File: config.mk
export PLATFORM = sky130hd
export DESIGN_NAME = sicond_top
export DESIGN_NICKNAME = d
export VERILOG_FILES = /design/src/pkg/sicond_pkg.sv /design/src/hw/sicond_top.sv
export SDC_FILE = /design/constraint.sdc
export NUM_CORES = 1
export LEC_CHECK = 0
export ABC_CLOCK_PERIOD_IN_PS = 152700
export BUFFER_PORTS_ARGS = -buffer_cell sky130_fd_sc_hd__buf_2
export CORE_MARGIN = 3
export CORE_UTILIZATION = 65
export CTS_BUF_LIST = sky130_fd_sc_hd__clkbuf_4 sky130_fd_sc_hd__clkbuf_8
export DETAILED_ROUTE_END_ITERATION = 8
export PLACE_DENSITY_LB_ADDON = 0.15
export SETUP_SLACK_MARGIN = 0.2
export SYNTH_ARGS = -nofsm -noshare
export SYNTH_HDL_FRONTEND = slang
export SYNTH_SLANG_ARGS = --single-unit
File: constraint.sdc
create_clock -name CLK -period 152.7 [get_ports CLK]
set_clock_uncertainty 0.2 [all_clocks]
set_input_delay 30.54 -clock CLK [delete_from_list [all_inputs] [get_ports CLK]]
set_output_delay 30.54 -clock CLK [all_outputs]
set_load 0.01 [all_outputs]
File: src/pkg/sicond_pkg.sv
// constants and types for the slot input conditioning block
package sicond_pkg;
  localparam int          CLK_HZ        = 125000000;
  localparam int          TICK_US       = 100;
  localparam int          TICK_CYC      = CLK_HZ / 1000000 * TICK_US;
  localparam logic [11:0] A_DIN         = 12'h000;
  localparam logic [11:0] A_VAL1        = 12'h040;
  localparam logic [11:0] A_VAL2        = 12'h042;
  localparam logic [11:0] A_STAT        = 12'h050;
  localparam logic [11:0] A_IRQ_STAT    = 12'h060;
  localparam logic [11:0] A_IRQ_MASK    = 12'h064;
  localparam logic [11:0] A_DEB         = 12'h800;
  localparam logic [11:0] A_FLT1        = 12'h840;
  localparam logic [11:0] A_LO1         = 12'h844;
  localparam logic [11:0] A_HI1         = 12'h846;
  localparam logic [11:0] A_FLT2        = 12'h848;
  localparam logic [11:0] A_LO2         = 12'h84C;
  localparam logic [11:0] A_HI2         = 12'h84E;
  localparam logic [11:0] A_MODE        = 12'h850;
  localparam logic [7:0]  DEB_MAX       = 8'hFA;
  localparam logic [15:0] LIM_HI_RST    = 16'h7FFF;
  localparam logic [15:0] LIM_LO_RST    = 16'h8001;
  localparam logic [7:0]  MODE_RST      = 8'h11;
  localparam logic [2:0]  M_OFF         = 3'h0;
  localparam logic [2:0]  M_VOLT        = 3'h1;
  localparam logic [2:0]  M_I020        = 3'h2;
  localparam logic [2:0]  M_I420        = 3'h3;
  localparam logic [2:0]  M_TEMP        = 3'h4;
  localparam logic [2:0]  M_RES         = 3'h5;
  localparam logic [1:0]  ST_OK         = 2'h0;
  localparam logic [1:0]  ST_LOW        = 2'h1;
  localparam logic [1:0]  ST_HIGH       = 2'h2;
  localparam logic [1:0]  ST_OPEN       = 2'h3;
  localparam logic [3:0]  IRQ_W         = 4'h3;
  localparam logic signed [17:0] RNG_ZERO    = 18'h00000;
  localparam logic signed [17:0] RNG_V_LO    = 18'h38000;
  localparam logic signed [17:0] RNG_HI      = 18'h07FFF;
  localparam logic signed [17:0] RNG_I420_LO = 18'h3E000;
  localparam logic signed [17:0] RNG_T_LO    = 18'h3F830;
  localparam logic signed [17:0] RNG_T_HI    = 18'h02134;
  localparam logic signed [17:0] RNG_R_HI    = 18'h09C40;
  typedef enum logic [2:0] {
    SIC_IDLE = 3'b001,
    SIC_CH1  = 3'b010,
    SIC_CH2  = 3'b100
  } sic_state_t;
endpackage

File: src/hw/sicond_top.sv
// digital debounce and analog conditioning for one input slot
//
// Decided for this implementation: the Avalon-MM register port.
module sicond_top
  import sicond_pkg::*;
(
  input  wire logic        CLK,
  input  wire logic        RESET,
  input  wire logic [3:0]  DIN,
  input  wire logic [15:0] ADC1_DATA,
  input  wire logic        ADC1_OPEN,
  input  wire logic [15:0] ADC2_DATA,
  input  wire logic        ADC2_OPEN,
  input  wire logic [11:0] AVS_ADDRESS,
  input  wire logic        AVS_READ,
  input  wire logic        AVS_WRITE,
  input  wire logic [31:0] AVS_WRITEDATA,
  input  wire logic [3:0]  AVS_BYTEENABLE,
  output logic      [31:0] AVS_READDATA,
  output logic             AVS_WAITREQUEST,
  output logic             IRQ
);
  // tick counter, free running so bus traffic never stalls it
  logic [15:0] tick_cnt;
  logic        tick;
  assign tick = (tick_cnt == 16'(TICK_CYC - 1));
  always_ff @(posedge CLK) begin
    if (RESET || tick) begin
      tick_cnt <= 16'h0000;
    end else begin
      tick_cnt <= tick_cnt + 16'h0001;
    end
  end

  // bus registers
  logic [7:0]  deb_set;
  logic [7:0]  flt_cfg [2];
  logic [15:0] lim_lo  [2];
  logic [15:0] lim_hi  [2];
  logic [7:0]  mode_reg;
  logic [3:0]  irq_stat;
  logic [3:0]  irq_mask;
  logic        ack;
  logic        wr;
  logic        cfg_wr;
  // writes land on the edge after the wait state, the one that ends the access
  assign wr = AVS_WRITE && ack;
  assign cfg_wr = wr && AVS_BYTEENABLE[0];
  // one wait cycle on every access
  assign AVS_WAITREQUEST = (AVS_READ || AVS_WRITE) && !ack;
  always_ff @(posedge CLK) begin
    if (RESET) begin
      ack <= 1'b0;
    end else begin
      ack <= (AVS_READ || AVS_WRITE) && !ack;
    end
  end

  // debounce setting
  always_ff @(posedge CLK) begin
    if (RESET) begin
      deb_set <= 8'h00;
    end else if (cfg_wr && AVS_ADDRESS == A_DEB) begin
      deb_set <= AVS_WRITEDATA[7:0];
    end
  end

  // filter configs, reserved bits forced to zero
  always_ff @(posedge CLK) begin
    if (RESET) begin
      flt_cfg[0] <= 8'h00;
      flt_cfg[1] <= 8'h00;
    end else if (cfg_wr) begin
      if (AVS_ADDRESS == A_FLT1) begin
        flt_cfg[0] <= AVS_WRITEDATA[7:0] & 8'h77;
      end
      if (AVS_ADDRESS == A_FLT2) begin
        flt_cfg[1] <= AVS_WRITEDATA[7:0] & 8'h77;
      end
    end
  end

  // limits act from the next update on, no shadow copy
  always_ff @(posedge CLK) begin
    if (RESET) begin
      lim_lo[0] <= LIM_LO_RST;
      lim_lo[1] <= LIM_LO_RST;
      lim_hi[0] <= LIM_HI_RST;
      lim_hi[1] <= LIM_HI_RST;
    end else if (cfg_wr) begin
      if (AVS_ADDRESS == A_LO1) begin
        lim_lo[0] <= AVS_WRITEDATA[15:0];
      end
      if (AVS_ADDRESS == A_HI1) begin
        lim_hi[0] <= AVS_WRITEDATA[15:0];
      end
      if (AVS_ADDRESS == A_LO2) begin
        lim_lo[1] <= AVS_WRITEDATA[15:0];
      end
      if (AVS_ADDRESS == A_HI2) begin
        lim_hi[1] <= AVS_WRITEDATA[15:0];
      end
    end
  end

  // channel type
  always_ff @(posedge CLK) begin
    if (RESET) begin
      mode_reg <= MODE_RST;
    end else if (cfg_wr && AVS_ADDRESS == A_MODE) begin
      mode_reg <= AVS_WRITEDATA[7:0] & 8'h37;
    end
  end

  // interrupt mask
  always_ff @(posedge CLK) begin
    if (RESET) begin
      irq_mask <= 4'h0;
    end else if (cfg_wr && AVS_ADDRESS == A_IRQ_MASK) begin
      irq_mask <= AVS_WRITEDATA[3:0];
    end
  end

  // digital debounce
  // raw lags one tick, so a level shows two ticks after the pin with debounce 0 or 1, one tick per debounce count above that up to DEB_MAX
  logic [3:0] raw;
  logic [3:0] din_state;
  logic [7:0] deb_cnt [4];
  logic [7:0] deb_lim;
  assign deb_lim = (deb_set > DEB_MAX) ? DEB_MAX : deb_set;
  generate
    for (genvar g = 0; g < 4; g++) begin : g_deb
      always_ff @(posedge CLK) begin
        if (RESET) begin
          raw[g]       <= 1'b0;
          din_state[g] <= 1'b0;
          deb_cnt[g]   <= 8'h00;
        end else if (tick) begin
          raw[g] <= DIN[g];
          if (deb_lim == 8'h00 || raw[g] == din_state[g]) begin
            if (deb_lim == 8'h00) begin
              din_state[g] <= raw[g];
            end
            deb_cnt[g] <= 8'h00;
          end else if (deb_cnt[g] + 8'h01 >= deb_lim) begin
            din_state[g] <= raw[g];
            deb_cnt[g]   <= 8'h00;
          end else begin
            deb_cnt[g] <= deb_cnt[g] + 8'h01;
          end
        end
      end
    end
  endgenerate

  // analog update interval
  function automatic logic is_iv(input logic [2:0] m);
    is_iv = (m == M_VOLT) || (m == M_I020) || (m == M_I420);
  endfunction
  logic [2:0] m1;
  logic [2:0] m2;
  logic [2:0] upd_ticks;
  assign m1 = mode_reg[2:0];
  assign m2 = {1'b0, mode_reg[5:4]};
  always_comb begin
    if (m1 != M_OFF && !is_iv(m1) && is_iv(m2)) begin
      upd_ticks = 3'h4;
    end else if ((m1 != M_OFF) && (m2 != M_OFF)) begin
      upd_ticks = 3'h2;
    end else if (m1 == M_TEMP || m1 == M_RES) begin
      upd_ticks = 3'h2;
    end else begin
      upd_ticks = 3'h1;
    end
  end
  logic [2:0] upd_cnt;
  logic       upd;
  assign upd = tick && (upd_cnt + 3'h1 >= upd_ticks);
  always_ff @(posedge CLK) begin
    if (RESET || upd) begin
      upd_cnt <= 3'h0;
    end else if (tick) begin
      upd_cnt <= upd_cnt + 3'h1;
    end
  end

  // per-channel conditioning, 18-bit math keeps unsigned resistance
  // step table spelled out so each code reads against its limit
  function automatic logic [15:0] ramp_step(input logic [2:0] c);
    case (c)
      3'h1:    ramp_step = 16'h3FFF;
      3'h2:    ramp_step = 16'h1FFF;
      3'h3:    ramp_step = 16'h0FFF;
      3'h4:    ramp_step = 16'h07FF;
      3'h5:    ramp_step = 16'h03FF;
      3'h6:    ramp_step = 16'h01FF;
      3'h7:    ramp_step = 16'h00FF;
      default: ramp_step = 16'h0000;
    endcase
  endfunction
  // filter level as divisor, shared by the old and new terms
  function automatic logic signed [17:0] flt_div(input logic [2:0] l);
    case (l)
      3'h1:    flt_div = 18'h00002;
      3'h2:    flt_div = 18'h00004;
      3'h3:    flt_div = 18'h00008;
      3'h4:    flt_div = 18'h00010;
      3'h5:    flt_div = 18'h00020;
      3'h6:    flt_div = 18'h00040;
      3'h7:    flt_div = 18'h00080;
      default: flt_div = 18'h00001;
    endcase
  endfunction
  // value range allowed in each channel mode
  function automatic logic signed [17:0] rng_lo(input logic [2:0] m);
    case (m)
      M_VOLT:  rng_lo = RNG_V_LO;
      M_I020:  rng_lo = RNG_ZERO;
      M_I420:  rng_lo = RNG_I420_LO;
      M_TEMP:  rng_lo = RNG_T_LO;
      M_RES:   rng_lo = RNG_ZERO;
      default: rng_lo = RNG_ZERO;
    endcase
  endfunction
  function automatic logic signed [17:0] rng_hi(input logic [2:0] m);
    case (m)
      M_VOLT:  rng_hi = RNG_HI;
      M_I020:  rng_hi = RNG_HI;
      M_I420:  rng_hi = RNG_HI;
      M_TEMP:  rng_hi = RNG_T_HI;
      M_RES:   rng_hi = RNG_R_HI;
      default: rng_hi = RNG_ZERO;
    endcase
  endfunction
  function automatic logic signed [17:0] ext(input logic [15:0] v,
                                              input logic       u);
    ext = u ? {2'b00, v} : {{2{v[15]}}, v};
  endfunction
  logic        [15:0] value    [2];
  logic        [15:0] filt     [2];
  logic        [1:0]  stat     [2];
  logic        [15:0] adc      [2];
  logic               open_l   [2];
  logic        [2:0]  ch_mode  [2];
  assign adc[0]     = ADC1_DATA;
  assign adc[1]     = ADC2_DATA;
  assign open_l[0]  = ADC1_OPEN;
  assign open_l[1]  = ADC2_OPEN;
  assign ch_mode[0] = m1;
  assign ch_mode[1] = is_iv(m2) ? m2 : M_OFF;
  generate
    for (genvar c = 0; c < 2; c++) begin : g_ch
      logic               uns;
      logic [2:0]         lvl;
      logic [2:0]         rc;
      logic signed [17:0] x;
      logic signed [17:0] xr;
      logic signed [17:0] rlo;
      logic signed [17:0] rhi;
      logic signed [17:0] old;
      logic signed [17:0] d;
      logic signed [17:0] st;
      logic signed [17:0] r;
      logic signed [17:0] nf;
      logic signed [17:0] lo;
      logic signed [17:0] hi;
      logic signed [17:0] q1;
      logic signed [17:0] q2;
      assign uns = (ch_mode[c] == M_RES);
      assign lvl = flt_cfg[c][2:0];
      assign rc  = flt_cfg[c][6:4];
      assign xr  = ext(adc[c], uns);
      assign rlo = rng_lo(ch_mode[c]);
      assign rhi = rng_hi(ch_mode[c]);
      // out-of-range samples pinned before ramp and filter see them
      always_comb begin
        if (xr < rlo) begin
          x = rlo;
        end else if (xr > rhi) begin
          x = rhi;
        end else begin
          x = xr;
        end
      end
      assign old = ext(filt[c], uns);
      assign d   = x - old;
      assign st  = ext(ramp_step(rc), 1'b1);
      always_comb begin
        r = x;
        if (lvl != 3'h0 && rc != 3'h0) begin
          if (d > st) begin
            r = old + st;
          end else if (d < -st) begin
            r = old - st;
          end
        end
        // signed division truncates toward zero
        q1 = old / flt_div(lvl);
        q2 = r / flt_div(lvl);
        nf = (lvl == 3'h0) ? x : old - q1 + q2;
      end
      assign lo = ext(lim_lo[c], uns);
      assign hi = ext(lim_hi[c], uns);
      always_ff @(posedge CLK) begin
        if (RESET) begin
          filt[c]  <= 16'h0000;
          value[c] <= 16'h0000;
          stat[c]  <= ST_OK;
        end else if (upd) begin
          if (ch_mode[c] == M_OFF) begin
            filt[c]  <= 16'h0000;
            value[c] <= 16'h0000;
            stat[c]  <= ST_OK;
          end else begin
            filt[c] <= nf[15:0];
            if (open_l[c]) begin
              stat[c]  <= ST_OPEN;
              value[c] <= nf[15:0];
            end else if (nf < lo) begin
              stat[c]  <= ST_LOW;
              value[c] <= lim_lo[c];
            end else if (nf > hi) begin
              stat[c]  <= ST_HIGH;
              value[c] <= lim_hi[c];
            end else begin
              stat[c]  <= ST_OK;
              value[c] <= nf[15:0];
            end
          end
        end
      end
    end
  endgenerate

  // status-change events, set wins over write-one-to-clear
  logic [3:0] stat_now;
  logic [3:0] stat_prev;
  logic [3:0] ev;
  // channel 1 change lands in bit 0, channel 2 in bit 1
  assign stat_now = {stat[1], stat[0]};
  assign ev = {|(stat_now[3:2] ^ stat_prev[3:2]),
               |(stat_now[1:0] ^ stat_prev[1:0]), 2'b00};
  always_ff @(posedge CLK) begin
    if (RESET) begin
      stat_prev <= 4'h0;
      irq_stat  <= 4'h0;
    end else begin
      stat_prev <= stat_now;
      if (wr && AVS_BYTEENABLE[0] && AVS_ADDRESS == A_IRQ_STAT) begin
        irq_stat <= (irq_stat & ~AVS_WRITEDATA[3:0]) | (ev >> 2);
      end else begin
        irq_stat <= irq_stat | (ev >> 2);
      end
    end
  end
  assign IRQ = |(irq_stat & irq_mask & IRQ_W);

  // read mux, write-only config reads zero
  always_ff @(posedge CLK) begin
    if (RESET) begin
      AVS_READDATA <= 32'h0000_0000;
    end else if (AVS_READ && !ack) begin
      // loaded once per read, the word stands until the next read
      case (AVS_ADDRESS)
        A_DIN:      AVS_READDATA <= {28'h0, din_state};
        A_VAL1:     AVS_READDATA <= {16'h0, value[0]};
        A_VAL2:     AVS_READDATA <= {16'h0, value[1]};
        A_STAT:     AVS_READDATA <= {28'h0, stat_now};
        A_IRQ_STAT: AVS_READDATA <= {28'h0, irq_stat};
        A_IRQ_MASK: AVS_READDATA <= {28'h0, irq_mask};
        default:    AVS_READDATA <= 32'h0000_0000;
      endcase
    end
  end
endmodule // sicond_top

==> impl_metrics.env <==
export IMPL_outcome="finished clean"
export IMPL_netlist_area_um2=50400
export IMPL_clkTransAtPathRegs_ps=70
export IMPL_rsz0062_at_grt="false"
export IMPL_wire_per_inst_um=20.6
export IMPL_post_cts_buffers=0
export IMPL_synth_edf_count=176
export IMPL_hp_class="flip-flop to flip-flop"
export IMPL_ys_ff_latch=245
export IMPL_final_setup_tns_ps=0
export IMPL_first_global_vias=47500
export IMPL_hold_buffers=0
export IMPL_die_w_um=284
export IMPL_firstDrtPassIters=7
export IMPL_end_kind="flip-flop"
export IMPL_synth_area_leaders="ha_1 20%, edfxtp_1 10%, o21a_1 5.0%"
export IMPL_die_h_um=284
export IMPL_synthDistinctLibCells=122
export IMPL_finalHoldViolations=0
export IMPL_insertion_delay_ps=590
export IMPL_start_util=0.660
export IMPL_critPathArrivalTime_ps=94350
export IMPL_worstPathRequired_ps=152770
export IMPL_final_common_cell="ha_1"
export IMPL_ant_nets=0
export IMPL_ys_flop_type="edfxtp_1"
export IMPL_cts_buffers=38
export IMPL_min_period_ps=94280
export IMPL_async_reset_ff_frac=0
export IMPL_rows=101
export IMPL_synth_top_area_cell="ha_1"
export IMPL_cts_resized=0
export IMPL_synth_seq_area_share=0.132
export IMPL_crit_type="input port to flip-flop"
export IMPL_ys_warn_count=0
export IMPL_nets=7577
export IMPL_max_cap_violations=0
export IMPL_final_cell_mix="799 x ha_1, 617 x nor2_1, 487 x nand2_1"
export IMPL_clk_path_buf_depth=3
export IMPL_finalWeightedCongestion=1.00
export IMPL_grt_first_pass_wirelength_um=251000
export IMPL_slowest_stage="a2111oi_0"
export IMPL_core_um2=76300
export IMPL_port_buffers=88
export IMPL_vias=51000
export IMPL_cp_start_kind="input port"
export IMPL_areaGrowthSynthToFinish_pct=5.07
export IMPL_die_area_um2=80900
export IMPL_crit_fanout=22
export IMPL_netlist_instances=6594
export IMPL_pin_count=124
export IMPL_drive_above_1_share=0.0768
export IMPL_grt_max_degree=49
export IMPL_tightest_slew_ps=1300
export IMPL_vias_per_cell=6.62
export IMPL_drc=0
export IMPL_utilization=0.693
export IMPL_root_buffer="clkbuf_8"
export IMPL_routed_wl_um=159000
export IMPL_h_tree_depth=2
export IMPL_synth_top_area_share=0.198
export IMPL_critPathMaxStageDelay_ps=780
export IMPL_grt_overflow_total=0
export IMPL_antenna_found_initial=6
export IMPL_fmax_mhz=10.6
export IMPL_syn_area_per_cell_um2=7.64
export IMPL_cts_tree="built"
export IMPL_setup_viol=0
export IMPL_slew_viol_final=0
export IMPL_hpwl_um=127000
export IMPL_track_usage=0.377
export IMPL_post_route_period_util=0.617
export IMPL_drt_iter0_markers=4838
export IMPL_relSlewSlack=0.122
export IMPL_clock_sinks=245
export IMPL_cp_common_cell="o21a_1"
-- area by class of cell --
type                    instances  area, um2
multi-input cells            5759      41400
fillers                      6590      23400
flip-flops and latches        245       6670
inverters                     427       1600
well taps                    1030       1290
repair buffers                178       1120
clock buffers                  46        608
clock inverters                24        206
diodes                          4       10.0
-- per-layer routing --
layer | GRT usage | routed length (um) | vias to the layer above
met1 | 0.522 | 69200 | 23900
li1 | - | - | 24600
met3 | 0.0554 | 15100 | 424
met5 | 0 | 41 | -
met4 | 0.156 | 7330 | 6
met2 | 0.586 | 67000 | 2140
-- cells in the mapped netlist (all sizes together) (93+ instances only) --
cell type  count
a21o         163
a21oi        407
and2          96
clkbuf       144
edfxtp       176
ha           799
inv          425
mux2         138
nand2        487
nand2b        93
nand3        122
nor2         619
nor2b        121
nor3         393
o21a         337
o21ai        349
o31ai        161
xnor2        285
xor2          93
-- path summary, 6_finish.rpt --
check | end | slack, ps | start | cells after the start
max | value[0][15]$_DFFE_PP_ | 58420 | ADC1_DATA[1] | 272
max reg2reg | value[0][15]$_DFFE_PP_ | 87220 | mode_reg[1]$_SDFFE_PP0P_ | 274
min | irq_stat[3]$_SDFFE_PP0P_ | 260 | irq_stat[3]$_SDFFE_PP0P_ | 2
min reg2reg | irq_stat[3]$_SDFFE_PP0P_ | 260 | irq_stat[3]$_SDFFE_PP0P_ | 2
-- logic make-up after synthesis --
family                     synth area share
buffers and inverters                0.0473
other                             0.0000744
adders and majority gates             0.215
and+or+nand+nor                       0.230
muxes                                0.0448
AOI/OAI and AO/OA                     0.265
DFF                                   0.132
xor gates and xnor gates             0.0659
-- metrics by stage --
| step | std cells | worst slack [ps] | area (um2) | hold slack (ps) |
|---|---|---|---|---|
| final | 7713 | 58420 | 52900 | 261 |
| after floorplan | 6615 | 68420 | 50500 | 226 |
| after global placement | 7639 | 60410 | 52100 | 243 |
| after global routing | 7710 | 53850 | 52900 | 287 |
| after CTS | 7709 | 59870 | 52900 | 258 |
| after detailed placement | 7639 | 59580 | 52100 | 244 |
-- critical path: cells and delay by family --
family	cells	cell delay [ps]
AO/OA/AOI/OAI	147	33640
AND/OR/NAND/NOR	72	16780
adder cells (fa/ha/maj)	27	8070
buffers and inverters	15	2380
multiplexers	7	2030
XOR/XNOR	4	790
Power is left out: the tool's default activity adds up to more than one toggle a clock period on the data nets, which glitch-free logic cannot reach.
